[src/logic/pcrc_consts.svh]
`ifndef PCRC_CONSTS_SVH
`define PCRC_CONSTS_SVH

// Register base byte addresses
`define PCRC_ADDR_W        14
`define PCRC_CTRL_OFS      14'h0A00
`define PCRC_POLY_OFS      14'h0A10
`define PCRC_DATA_OFS      14'h0A20
`define PCRC_RES_OFS       14'h0A30
`define PCRC_BLOCK_BASE    8'h28

// Alias selector in address bits 3:2
`define PCRC_ALIAS_WR      2'h0
`define PCRC_ALIAS_CLR     2'h1
`define PCRC_ALIAS_SET     2'h2
`define PCRC_ALIAS_INV     2'h3

// Register select in address bits 5:4
`define PCRC_SEL_CTRL      2'h0
`define PCRC_SEL_POLY      2'h1
`define PCRC_SEL_DATA      2'h2
`define PCRC_SEL_RES       2'h3

// Control field positions
`define PCRC_DW_LSB        24
`define PCRC_PL_LSB        16
`define PCRC_ON_BIT        15
`define PCRC_STOP_IN_IDLE_BIT      13
`define PCRC_CNT_LSB       8
`define PCRC_FULL_BIT      7
`define PCRC_EMPTY_BIT     6
`define PCRC_ISEL_BIT      5
`define PCRC_GO_BIT        4
`define PCRC_LSBF_BIT      3
`define PCRC_MODE_BIT      2

// Writable masks and reset values
`define PCRC_CTRL_WMASK    32'h1F1FA03C
`define PCRC_POLY_WMASK    32'hFFFFFFFE
`define PCRC_REG_RESET     32'h00000000

// FIFO capacities by data width
`define PCRC_FIFO_DEPTH    16
`define PCRC_CAP_NARROW    5'h10
`define PCRC_CAP_MID       5'h08
`define PCRC_CAP_WIDE      5'h04
`define PCRC_DW_NARROW_MAX 5'h07
`define PCRC_DW_MID_MAX    5'h0F

`endif

[src/logic/pcrc_pkg.sv]
package pcrc_pkg;

  typedef struct packed {
    logic        read;
    logic        write;
    logic [13:0] address;
    logic [31:0] writedata;
    logic [3:0]  byteenable;
  } pcrc_avs_req_t;

  typedef enum logic [1:0] {
    SH_IDLE = 2'b01,
    SH_RUN  = 2'b10
  } pcrc_shift_state_t;

endpackage

[src/logic/pcrc_top.sv]
`timescale 1ns/1ps
`include "pcrc_consts.svh"
// Summary of operation
// - Width field is bits minus one shifted
// - Length field minus one sets remainder width
// - Enable bit runs module, resets zero
// - Stop-in-idle halts module during Idle mode
// - Read-only counter tracks queued FIFO words
// - Narrow words: FIFO holds at most sixteen
// - Nine to sixteen bits: capacity eight
// - Seventeen to thirty-two bits: capacity four
// - Full flag reads one at capacity
// - Empty flag reads one when none queued
// - Select set: event when FIFO empties
// - Select clear: event after shifting completes
// - Start runs shifter; clearing aborts shifting
// - LSB-first select reflects input words
// - Mode bit picks alternate or legacy
// - Polynomial bits enable feedback terms
// - Polynomial bit zero always reads zero
// - Clear, set, invert aliases per register
// - Registers reset zero, control reads back empty flag set; unused bits zero
module pcrc_top #(
  parameter int FIFO_DEPTH = `PCRC_FIFO_DEPTH
) (
  input  wire logic                   core_clk,
  input  wire logic                   reset_n,
  input  wire pcrc_pkg::pcrc_avs_req_t avs_req,
  output logic                        avs_waitrequest,
  output logic [31:0]                 avs_readdata,
  input  wire logic                   idle_mode,
  output logic                        irq_event
);
  import pcrc_pkg::*;

  generate
    if (FIFO_DEPTH != 16) begin : g_bad_depth
      $error("FIFO_DEPTH must be 16");
    end
  endgenerate

  function automatic logic [31:0] alias_op(input logic [31:0] old_v,
                                           input logic [31:0] wd,
                                           input logic [31:0] m,
                                           input logic [1:0]  op);
    logic [31:0] r;
    r = old_v;
    case (op)
      `PCRC_ALIAS_WR:  r = (old_v & ~m) | (wd & m);
      `PCRC_ALIAS_CLR: r = old_v & ~(wd & m);
      `PCRC_ALIAS_SET: r = old_v | (wd & m);
      `PCRC_ALIAS_INV: r = old_v ^ (wd & m);
      default:         r = old_v;
    endcase
    return r;
  endfunction

  // Register state
  logic [31:0]       ctrl_q;
  logic [31:0]       poly_q;
  logic [31:0]       data_q;
  logic [31:0]       crc_q;
  logic [31:0]       crc_d;
  logic              waitreq_q;
  logic [31:0]       rdata_q;
  logic              irq_q;
  logic              irq_cond_q;
  logic [31:0]       fifo_mem [0:15];
  logic [3:0]        wr_ptr_q;
  logic [3:0]        rd_ptr_q;
  logic [4:0]        count_q;
  logic [31:0]       sh_word_q;
  logic [4:0]        bits_left_q;
  pcrc_shift_state_t state_q;

  // Bus decode
  wire        req      = avs_req.read | avs_req.write;
  wire        in_block = avs_req.address[13:6] == `PCRC_BLOCK_BASE;
  wire [1:0]  reg_sel  = avs_req.address[5:4];
  wire [1:0]  alias_sel = avs_req.address[3:2];
  wire        take     = req & ~waitreq_q;
  wire        wr_take  = take & avs_req.write & in_block;
  wire [31:0] be_mask;
  generate
    for (genvar b = 0; b < 4; b++) begin : g_be
      assign be_mask[8*b +: 8] = {8{avs_req.byteenable[b]}};
    end
  endgenerate
  wire        wr_ctrl  = wr_take & (reg_sel == `PCRC_SEL_CTRL);
  wire        wr_poly  = wr_take & (reg_sel == `PCRC_SEL_POLY);
  wire        wr_data  = wr_take & (reg_sel == `PCRC_SEL_DATA);
  wire        wr_res   = wr_take & (reg_sel == `PCRC_SEL_RES);

  // Control fields
  wire [4:0] dw_f    = ctrl_q[`PCRC_DW_LSB +: 5];
  wire [4:0] pl_f    = ctrl_q[`PCRC_PL_LSB +: 5];
  wire       on_f    = ctrl_q[`PCRC_ON_BIT];
  wire       stop_in_idle_f  = ctrl_q[`PCRC_STOP_IN_IDLE_BIT];
  wire       isel_f  = ctrl_q[`PCRC_ISEL_BIT];
  wire       go_f    = ctrl_q[`PCRC_GO_BIT];
  wire       lsbf_f  = ctrl_q[`PCRC_LSBF_BIT];
  wire       mode_f  = ctrl_q[`PCRC_MODE_BIT];

  wire       halted  = ~on_f | (stop_in_idle_f & idle_mode);

  // Capacity follows data width
  wire [4:0] fifo_cap = (dw_f <= `PCRC_DW_NARROW_MAX) ? `PCRC_CAP_NARROW :
                        (dw_f <= `PCRC_DW_MID_MAX)    ? `PCRC_CAP_MID    :
                                                        `PCRC_CAP_WIDE;
  wire       fifo_full  = count_q >= fifo_cap;
  wire       fifo_empty = count_q == 5'h00;
  wire       busy       = state_q == SH_RUN;

  // Words offered while full are dropped
  wire       push = wr_data & ~fifo_full;
  wire       pop  = ~busy & go_f & ~halted & ~fifo_empty;
  wire       step = busy & go_f & ~halted;

  // Serial data bit and feedback
  wire        data_bit  = lsbf_f ? sh_word_q[0] : sh_word_q[dw_f];
  wire [31:0] len_mask  = 32'hFFFFFFFF >> (5'h1F - pl_f);
  wire        top_bit   = crc_q[pl_f];
  wire [31:0] poly_full = {poly_q[31:1], 1'b1};
  wire        fb_alt    = top_bit ^ data_bit;
  wire [31:0] next_alt  = ({crc_q[30:0], 1'b0} ^ (fb_alt ? poly_full : 32'h0)) & len_mask;
  wire [31:0] next_leg  = ({crc_q[30:0], data_bit} ^ (top_bit ? poly_full : 32'h0)) & len_mask;
  wire [31:0] crc_step  = mode_f ? next_alt : next_leg;

  // Readback assembly
  wire [31:0] ctrl_rd = (ctrl_q & `PCRC_CTRL_WMASK)
                      | {19'h0, count_q, fifo_full, fifo_empty, 6'h00};
  wire [31:0] poly_rd = poly_q & `PCRC_POLY_WMASK;
  logic [31:0] rd_mux;
  always_comb begin
    rd_mux = 32'h00000000;
    if (in_block) begin
      case (reg_sel)
        `PCRC_SEL_CTRL: rd_mux = ctrl_rd;
        `PCRC_SEL_POLY: rd_mux = poly_rd;
        `PCRC_SEL_DATA: rd_mux = data_q;
        `PCRC_SEL_RES:  rd_mux = crc_q;
        default:        rd_mux = 32'h00000000;
      endcase
    end
  end

  // Event source per select bit
  wire irq_cond = isel_f ? fifo_empty : (fifo_empty & ~busy);

  // Software write to the result wins over a shift step
  always_comb begin
    crc_d = crc_q;
    if (step) begin
      crc_d = crc_step;
    end
    if (wr_res) begin
      crc_d = alias_op(crc_q, avs_req.writedata, be_mask, alias_sel);
    end
  end

  // Bus handshake: one wait cycle, then answer
  always_ff @(posedge core_clk or negedge reset_n) begin
    if (!reset_n) begin
      waitreq_q <= 1'b1;
      rdata_q   <= 32'h00000000;
    end else begin
      waitreq_q <= ~(req & waitreq_q);
      if (req & waitreq_q) begin
        rdata_q <= avs_req.read ? rd_mux : 32'h00000000;
      end
    end
  end

  always_ff @(posedge core_clk or negedge reset_n) begin
    if (!reset_n) begin
      ctrl_q <= `PCRC_REG_RESET;
      poly_q <= `PCRC_REG_RESET;
      data_q <= `PCRC_REG_RESET;
      crc_q  <= `PCRC_REG_RESET;
    end else begin
      if (wr_ctrl) begin
        ctrl_q <= alias_op(ctrl_q, avs_req.writedata,
                           be_mask & `PCRC_CTRL_WMASK, alias_sel);
      end
      if (wr_poly) begin
        poly_q <= alias_op(poly_q, avs_req.writedata,
                           be_mask & `PCRC_POLY_WMASK, alias_sel);
      end
      if (wr_data) begin
        data_q <= alias_op(data_q, avs_req.writedata, be_mask, alias_sel);
      end
      crc_q <= crc_d;
    end
  end

  // FIFO storage; data is the aliased value of the written word
  wire [31:0] push_word = alias_op(data_q, avs_req.writedata, be_mask, alias_sel);
  always_ff @(posedge core_clk) begin
    if (push) begin
      fifo_mem[wr_ptr_q] <= push_word;
    end
  end

  always_ff @(posedge core_clk or negedge reset_n) begin
    if (!reset_n) begin
      wr_ptr_q <= 4'h0;
      rd_ptr_q <= 4'h0;
      count_q  <= 5'h00;
    end else begin
      if (push) begin
        wr_ptr_q <= wr_ptr_q + 4'h1;
      end
      if (pop) begin
        rd_ptr_q <= rd_ptr_q + 4'h1;
      end
      case ({push, pop})
        2'b10:   count_q <= count_q + 5'h01;
        2'b01:   count_q <= count_q - 5'h01;
        default: count_q <= count_q;
      endcase
    end
  end

  // Serial shifter: one bit per cycle, halt freezes, clearing start aborts
  always_ff @(posedge core_clk or negedge reset_n) begin
    if (!reset_n) begin
      state_q     <= SH_IDLE;
      sh_word_q   <= 32'h00000000;
      bits_left_q <= 5'h00;
    end else begin
      case (state_q)
        SH_IDLE: begin
          if (pop) begin
            state_q     <= SH_RUN;
            sh_word_q   <= fifo_mem[rd_ptr_q];
            bits_left_q <= dw_f;
          end
        end
        SH_RUN: begin
          if (!go_f) begin
            state_q <= SH_IDLE;
          end else if (step) begin
            sh_word_q   <= lsbf_f ? {1'b0, sh_word_q[31:1]} : {sh_word_q[30:0], 1'b0};
            bits_left_q <= bits_left_q - 5'h01;
            if (bits_left_q == 5'h00) begin
              state_q <= SH_IDLE;
            end
          end
        end
        default: state_q <= SH_IDLE;
      endcase
    end
  end

  // Edge of the selected condition gives a one-cycle event
  always_ff @(posedge core_clk or negedge reset_n) begin
    if (!reset_n) begin
      irq_cond_q <= 1'b1;
      irq_q      <= 1'b0;
    end else begin
      irq_cond_q <= irq_cond;
      irq_q      <= irq_cond & ~irq_cond_q;
    end
  end

  assign avs_waitrequest = waitreq_q;
  assign avs_readdata    = rdata_q;
  assign irq_event       = irq_q;

  // Checks
  a_push_count: assert property (@(posedge core_clk) disable iff (!reset_n)
    push && !pop |=> count_q == $past(count_q) + 5'h01)
    else $error("count did not rise on push");

  a_pop_count: assert property (@(posedge core_clk) disable iff (!reset_n)
    pop && !push |=> count_q == $past(count_q) - 5'h01)
    else $error("count did not fall on pop");

  a_count_max: assert property (@(posedge core_clk) disable iff (!reset_n)
    count_q <= `PCRC_CAP_NARROW)
    else $error("count above sixteen");

  a_mid_cap: assert property (@(posedge core_clk) disable iff (!reset_n)
    dw_f > `PCRC_DW_NARROW_MAX && dw_f <= `PCRC_DW_MID_MAX && count_q >= 5'h08 |-> !push)
    else $error("push beyond eight words");

  a_wide_cap: assert property (@(posedge core_clk) disable iff (!reset_n)
    dw_f > `PCRC_DW_MID_MAX && count_q >= 5'h04 |-> !push)
    else $error("push beyond four words");

  a_word_load: assert property (@(posedge core_clk) disable iff (!reset_n)
    pop |=> busy && bits_left_q == $past(dw_f))
    else $error("shifter not loaded with width");

  a_go_abort: assert property (@(posedge core_clk) disable iff (!reset_n)
    !go_f |=> !busy)
    else $error("shifter ran without start");

  a_halt_freeze: assert property (@(posedge core_clk) disable iff (!reset_n)
    busy && halted && go_f && !wr_res |=> bits_left_q == $past(bits_left_q)
      && crc_q == $past(crc_q))
    else $error("shifter moved while halted");

  a_len_mask: assert property (@(posedge core_clk) disable iff (!reset_n)
    step && !wr_res |=> (crc_q & ~$past(len_mask)) == 32'h0)
    else $error("remainder exceeds polynomial length");

  a_empty_event: assert property (@(posedge core_clk) disable iff (!reset_n)
    isel_f && fifo_empty && !irq_cond_q |=> irq_q)
    else $error("no event on FIFO empty");

  a_done_event: assert property (@(posedge core_clk) disable iff (!reset_n)
    irq_q && !$past(isel_f) |-> $past(fifo_empty && !busy))
    else $error("event before shifting done");

  a_bus_answer: assert property (@(posedge core_clk) disable iff (!reset_n)
    req && waitreq_q |=> !waitreq_q ##1 waitreq_q)
    else $error("bus answer not one cycle");

  a_step_count: assert property (@(posedge core_clk) disable iff (!reset_n)
    step && bits_left_q != 5'h00 |=> bits_left_q == $past(bits_left_q) - 5'h01)
    else $error("bit count did not fall on step");

  a_bits_end: assert property (@(posedge core_clk) disable iff (!reset_n)
    step && bits_left_q == 5'h00 |=> !busy)
    else $error("shifter ran past word width");

  a_full_hold: assert property (@(posedge core_clk) disable iff (!reset_n)
    wr_data && fifo_full && !pop |=> count_q == $past(count_q))
    else $error("word pushed into full FIFO");

  a_full_mid: assert property (@(posedge core_clk) disable iff (!reset_n)
    dw_f > `PCRC_DW_NARROW_MAX && dw_f <= `PCRC_DW_MID_MAX
      && count_q == `PCRC_CAP_MID |-> fifo_full)
    else $error("full flag low at capacity");

  a_empty_zero: assert property (@(posedge core_clk) disable iff (!reset_n)
    count_q == 5'h00 |-> fifo_empty && !fifo_full)
    else $error("empty flag wrong with no words");

  a_poly_bit0: assert property (@(posedge core_clk) disable iff (!reset_n)
    poly_q[0] == 1'b0)
    else $error("polynomial bit zero stored");

  a_ctrl_unused: assert property (@(posedge core_clk) disable iff (!reset_n)
    (ctrl_q & ~`PCRC_CTRL_WMASK) == 32'h00000000)
    else $error("unused control bit stored");

  a_rd_unmapped: assert property (@(posedge core_clk) disable iff (!reset_n)
    req && waitreq_q && !in_block |=> avs_readdata == 32'h00000000)
    else $error("unmapped read not zero");

  a_irq_pulse: assert property (@(posedge core_clk) disable iff (!reset_n)
    irq_q |=> !irq_q)
    else $error("event longer than one cycle");

  a_idle_hold: assert property (@(posedge core_clk) disable iff (!reset_n)
    stop_in_idle_f && idle_mode |-> !pop && !step)
    else $error("shifter active in idle stop");

  a_off_hold: assert property (@(posedge core_clk) disable iff (!reset_n)
    !on_f |-> !pop && !step)
    else $error("shifter active while disabled");

  c_fill_full: cover property (@(posedge core_clk) disable iff (!reset_n)
    fifo_full && wr_data);
  c_irq_seen: cover property (@(posedge core_clk) disable iff (!reset_n)
    irq_q);
  c_abort: cover property (@(posedge core_clk) disable iff (!reset_n)
    busy && !go_f);
  c_word_done: cover property (@(posedge core_clk) disable iff (!reset_n)
    step && bits_left_q == 5'h00);
  c_lsb_run: cover property (@(posedge core_clk) disable iff (!reset_n)
    step && lsbf_f);

endmodule

[config.mk]
export PLATFORM = sky130hd
export DESIGN_NAME = pcrc_top
export DESIGN_NICKNAME = d
export VERILOG_FILES = /design/src/logic/pcrc_pkg.sv /design/src/logic/pcrc_top.sv
export VERILOG_INCLUDE_DIRS = /design/src /design/src/logic
export SDC_FILE = /design/constraint.sdc
export NUM_CORES = 1
export LEC_CHECK = 0
export BUFFER_PORTS_ARGS = -buffer_cell sky130_fd_sc_hd__buf_2
export CELL_PAD_IN_SITES_DETAIL_PLACEMENT = 1
export CELL_PAD_IN_SITES_GLOBAL_PLACEMENT = 1
export CORE_MARGIN = 2
export CORE_UTILIZATION = 45
export CTS_CLUSTER_DIAMETER = 200
export DETAILED_ROUTE_END_ITERATION = 10
export GPL_TIMING_DRIVEN = 0
export PLACE_DENSITY_LB_ADDON = 0.1
export SLEW_MARGIN = 10
export SYNTH_ARGS = -nofsm -noshare
export SYNTH_HDL_FRONTEND = slang
export SYNTH_SLANG_ARGS = --single-unit
[constraint.sdc]
create_clock -name core_clk -period 4.6 [get_ports core_clk]
set_input_delay 0.46 -clock core_clk [delete_from_list [all_inputs] [get_ports core_clk]]
set_output_delay 0.46 -clock core_clk [all_outputs]
set_load 0.1 [all_outputs]
==> impl_metrics.py <==
metrics = {
    "placed_design": {
        "place_ws_ps": -718.6,
        "place.port_buffers": 83,
        "placed_cell_area_um2": 36720,
        "gp_congestion": 0.9618,
        "hpwl_um": 92440,
    },
    "floorplan": {
        "fp.coreArea_um2": 75700,
        "die_w_um": 280.1,
        "io_pins": 89,
        "core.rowCount": 101,
        "die_y_um": 280.1,
        "initial_core_util": 0.4530,
        "die_area_um2": 78430,
    },
    "pwr": {
        "power.leakage_nw": 14.17,
        "total_power_mw": 14.47,
        "power_density_nw_per_um2": 365.7,
        "vdd_ir_drop_max_v": 0.0004022,
    },
    "final_layout": {
        "final_area_um2": 39560,
        "regArea_um2": 20330,
        "drive_gt1_frac": 0.1986,
        "multiInputGateArea_um2": 13300,
        "area_growth_pct": 15.35,
        "fin_nets": 2818,
        "n_fill_cell": 7403,
        "utilization": 0.5226,
    },
    "yosys": {
        "synth_area_um2": 34290,
        "avgSynthCellArea_um2": 14.06,
        "synth_ff_type": "edfxtp_1",
        "postSynth.asyncResetShare": 0.2789,
        "ys_types": 66,
        "synth_cells": 2439,
        "synth-edff-count": 512,
        "synth-seq-area-share": 0.5930,
        "synth_warnings": 0,
        "syn_nets": 2618,
        "synth-seq-cells": 710,
    },
    "routing": {
        "firstDrtPassIters": 6,
        "drt_iter0_drc": 3006,
        "viasPerCell": 6.654,
        "vias": 24510,
        "drtAntennaViolNets": 0,
        "drt-total-wl_um": 128700,
        "drc": 0,
        "wl_per_cell_um": 34.94,
    },
    "cts": {
        "cts_buffers": 79,
        "cts_tree": "done",
        "path_clk_slew_ps": 60,
        "clock_sinks": 710,
        "root_buffer": "clkbuf_16",
        "insertion_delay_ps": 650,
        "cts_buffer_depth": 3,
        "cts_max_level": 3,
    },
    "flow_run": {
        "cap_violations": 0,
    },
    "timing": {
        "hold_viol": 0,
        "worst_clock_skew_ps": 39.32,
        "fmax_mhz": 230.4,
        "drv_slew": 0,
        "rsz0062_at_grt": "no",
        "tightest_slew_ps": 1344,
        "hold_slack_ps": 276.0,
        "min_period_ps": 4339,
        "setup_viol": 0,
        "relSlewSlack": 0.1038,
        "setup_ws_ps": 260.6,
        "post-route-period-util": 0.9434,
    },
    "worst_setup_path": {
        "arrival_ps": 4660,
        "crit_required_ps": 4920,
        "worstSetupStartpoint": "ctrl_q[28]",
        "slowest_stage": "nor3_4",
        "path_cells": "nand2b_1, ha_1, a21o_1, a21oi_1, and2_1, nand2_1, nor3_4, buf_8, buf_8",
        "regToRegStartpoint": "ctrl_q[28]",
        "critPathKind": "reg2reg",
        "cp-end-kind": "flip-flop",
        "worstPathMaxFanout": 12,
        "r2r_setup_slack_ps": 260,
        "slowest_delay_ps": 780,
        "cp_common_cell": "buf_8",
        "startpoint_type": "flip-flop",
    },
    "grt": {
        "gr-total-overflow": 0,
        "grt_pass1_vias": 25180,
        "grt_usage": 0.3319,
        "antenna_found_initial": 1,
        "grt_pass1_wl_um": 184500,
        "grt_max_degree": 96,
    },
    "run_status": {
        "status": "completed",
    },
    "worst_hold_path": {
        "hold_path_class": "in2reg",
        "min_from": "avs_req[5]",
    },
}
==> stage by stage <==
step / TNS [ps] / std cells
3_5_place_dp: -166230 / 3534
5_1_grt: 0 / 3682
6_report: 0 / 3683
4_1_cts: 0 / 3681
2_1_floorplan: 0 / 2439
3_3_place_gp: -1509390 / 3500
==> layer usage <==
| layer | part of all wire | GRT usage | vias to the layer above |
|---|---|---|---|
| met1 | 0.44 | 0.4975 | 12920 |
| li1 | - | - | 10030 |
| met3 | 0.094 | 0.06553 | 233 |
| met5 | 0.000078 | 0 | - |
| met4 | 0.027 | 0.08748 | 2 |
| met2 | 0.44 | 0.4953 | 1324 |
==> report_power, final <==
group          total (mW)  switching (mW)  internal, mW
Clock                6.84            2.81          4.03
Sequential           6.94          0.0127          6.92
Combinational       0.695           0.544         0.151
Total                14.5            3.36          11.1
==> synth_stat cells, types with 36 or more instances <==
cell      count  share of area
mux4_2      194           0.13
nor2_1      136          0.015
a21oi_1     194          0.028
mux2i_1      42          0.012
o21ai_0     149          0.022
a22o_1       66          0.017
a211oi_1     38         0.0083
ha_1        124          0.045
clkbuf_1    139          0.015
nand2_1     195          0.021
edfxtp_1    512           0.45
nand3_1      36         0.0053
dfrtp_1     195           0.14
mux2_2       43          0.014
==> cell usage in the layout (no fill, tap or decap), types with 10 or more instances in the layout <==
| cell | count |
|---|---|
| a22oi_1 | 17 |
| a2111oi_0 | 14 |
| o2bb2ai_1 | 12 |
| a21oi_1 | 194 |
| o211ai_1 | 14 |
| mux2_2 | 43 |
| a311o_1 | 11 |
| nor2b_1 | 22 |
| ha_1 | 124 |
| mux4_2 | 194 |
| nor2_4 | 12 |
| buf_12 | 10 |
| nor2_1 | 124 |
| mux2i_1 | 42 |
| nand4b_1 | 13 |
| a221o_1 | 12 |
| a211oi_1 | 37 |
| nand2_1 | 195 |
| dfrtp_1 | 195 |
| buf_1 | 24 |
| inv_1 | 21 |
| nand4_1 | 10 |
| clkbuf_1 | 150 |
| a21o_1 | 21 |
| nand3_1 | 36 |
| clkinv_2 | 12 |
| buf_8 | 12 |
| o21ai_0 | 144 |
| a31oi_1 | 16 |
| bufinv_16 | 13 |
| nor4_1 | 16 |
| edfxtp_1 | 512 |
| buf_2 | 96 |
| clkbuf_16 | 79 |
| nand2b_1 | 17 |
| a22o_1 | 66 |
==> cells by family after synthesis <==
logic type,share of synthesized area
buffers and inverters,0.02390
adders and majority gates,0.04524
muxes,0.1538
xor gates and xnor gates,0.003320
AOI/OAI and AO/OA,0.1120
and+or+nand+nor,0.06878
DFF,0.5930
==> final timing paths <==
path                                     to  depth (start not counted)
min in group asynchronous      sh_word_q[3]                          2
max reg2reg                  fifo_mem[3][8]                          9
min reg2reg                avs_readdata[31]                          2
min                               poly_q[1]                          4
max                          fifo_mem[3][8]                          9
max in group asynchronous  avs_readdata[28]                          3
==> sequential cells by signal, summed over array words and instances, names as in the netlist, 4 cells and up <==
signal        cells
crc_q            32
wr_ptr_q          4
data_q           32
rd_ptr_q          4
fifo_mem        512
avs_readdata     32
sh_word_q        32
ctrl_q           16
bits_left_q       5
count_q           5
poly_q           31
==> final cells by class <==
class                      count  share of cell area
inverter                      21            0.001993
multi-input combinational   1522              0.3363
sequential                   710              0.5140
clock buffer                  98             0.05305
buffer                       185             0.01882
clock inverter                48             0.01733
tap                          978             0.03094
antenna                        1          0.00006326
timing repair buffer         120             0.02749
==> critical path, delay by kind of cell (launching register included) <==
family	cells	cell delay, ps
flops	1	680
fa+ha+maj	1	290
buf+inv	2	480
compound gates	2	370
simple gates	4	2160
==> repair_timing <==
action	in CTS	in global routing
setup endpoints to repair	24	17
setup buffers	0	0
hold buffers	1	0
gates resized for setup	1	0
hold endpoints to repair	50	0
No activity file was read; power rests on OpenSTA's default activity.
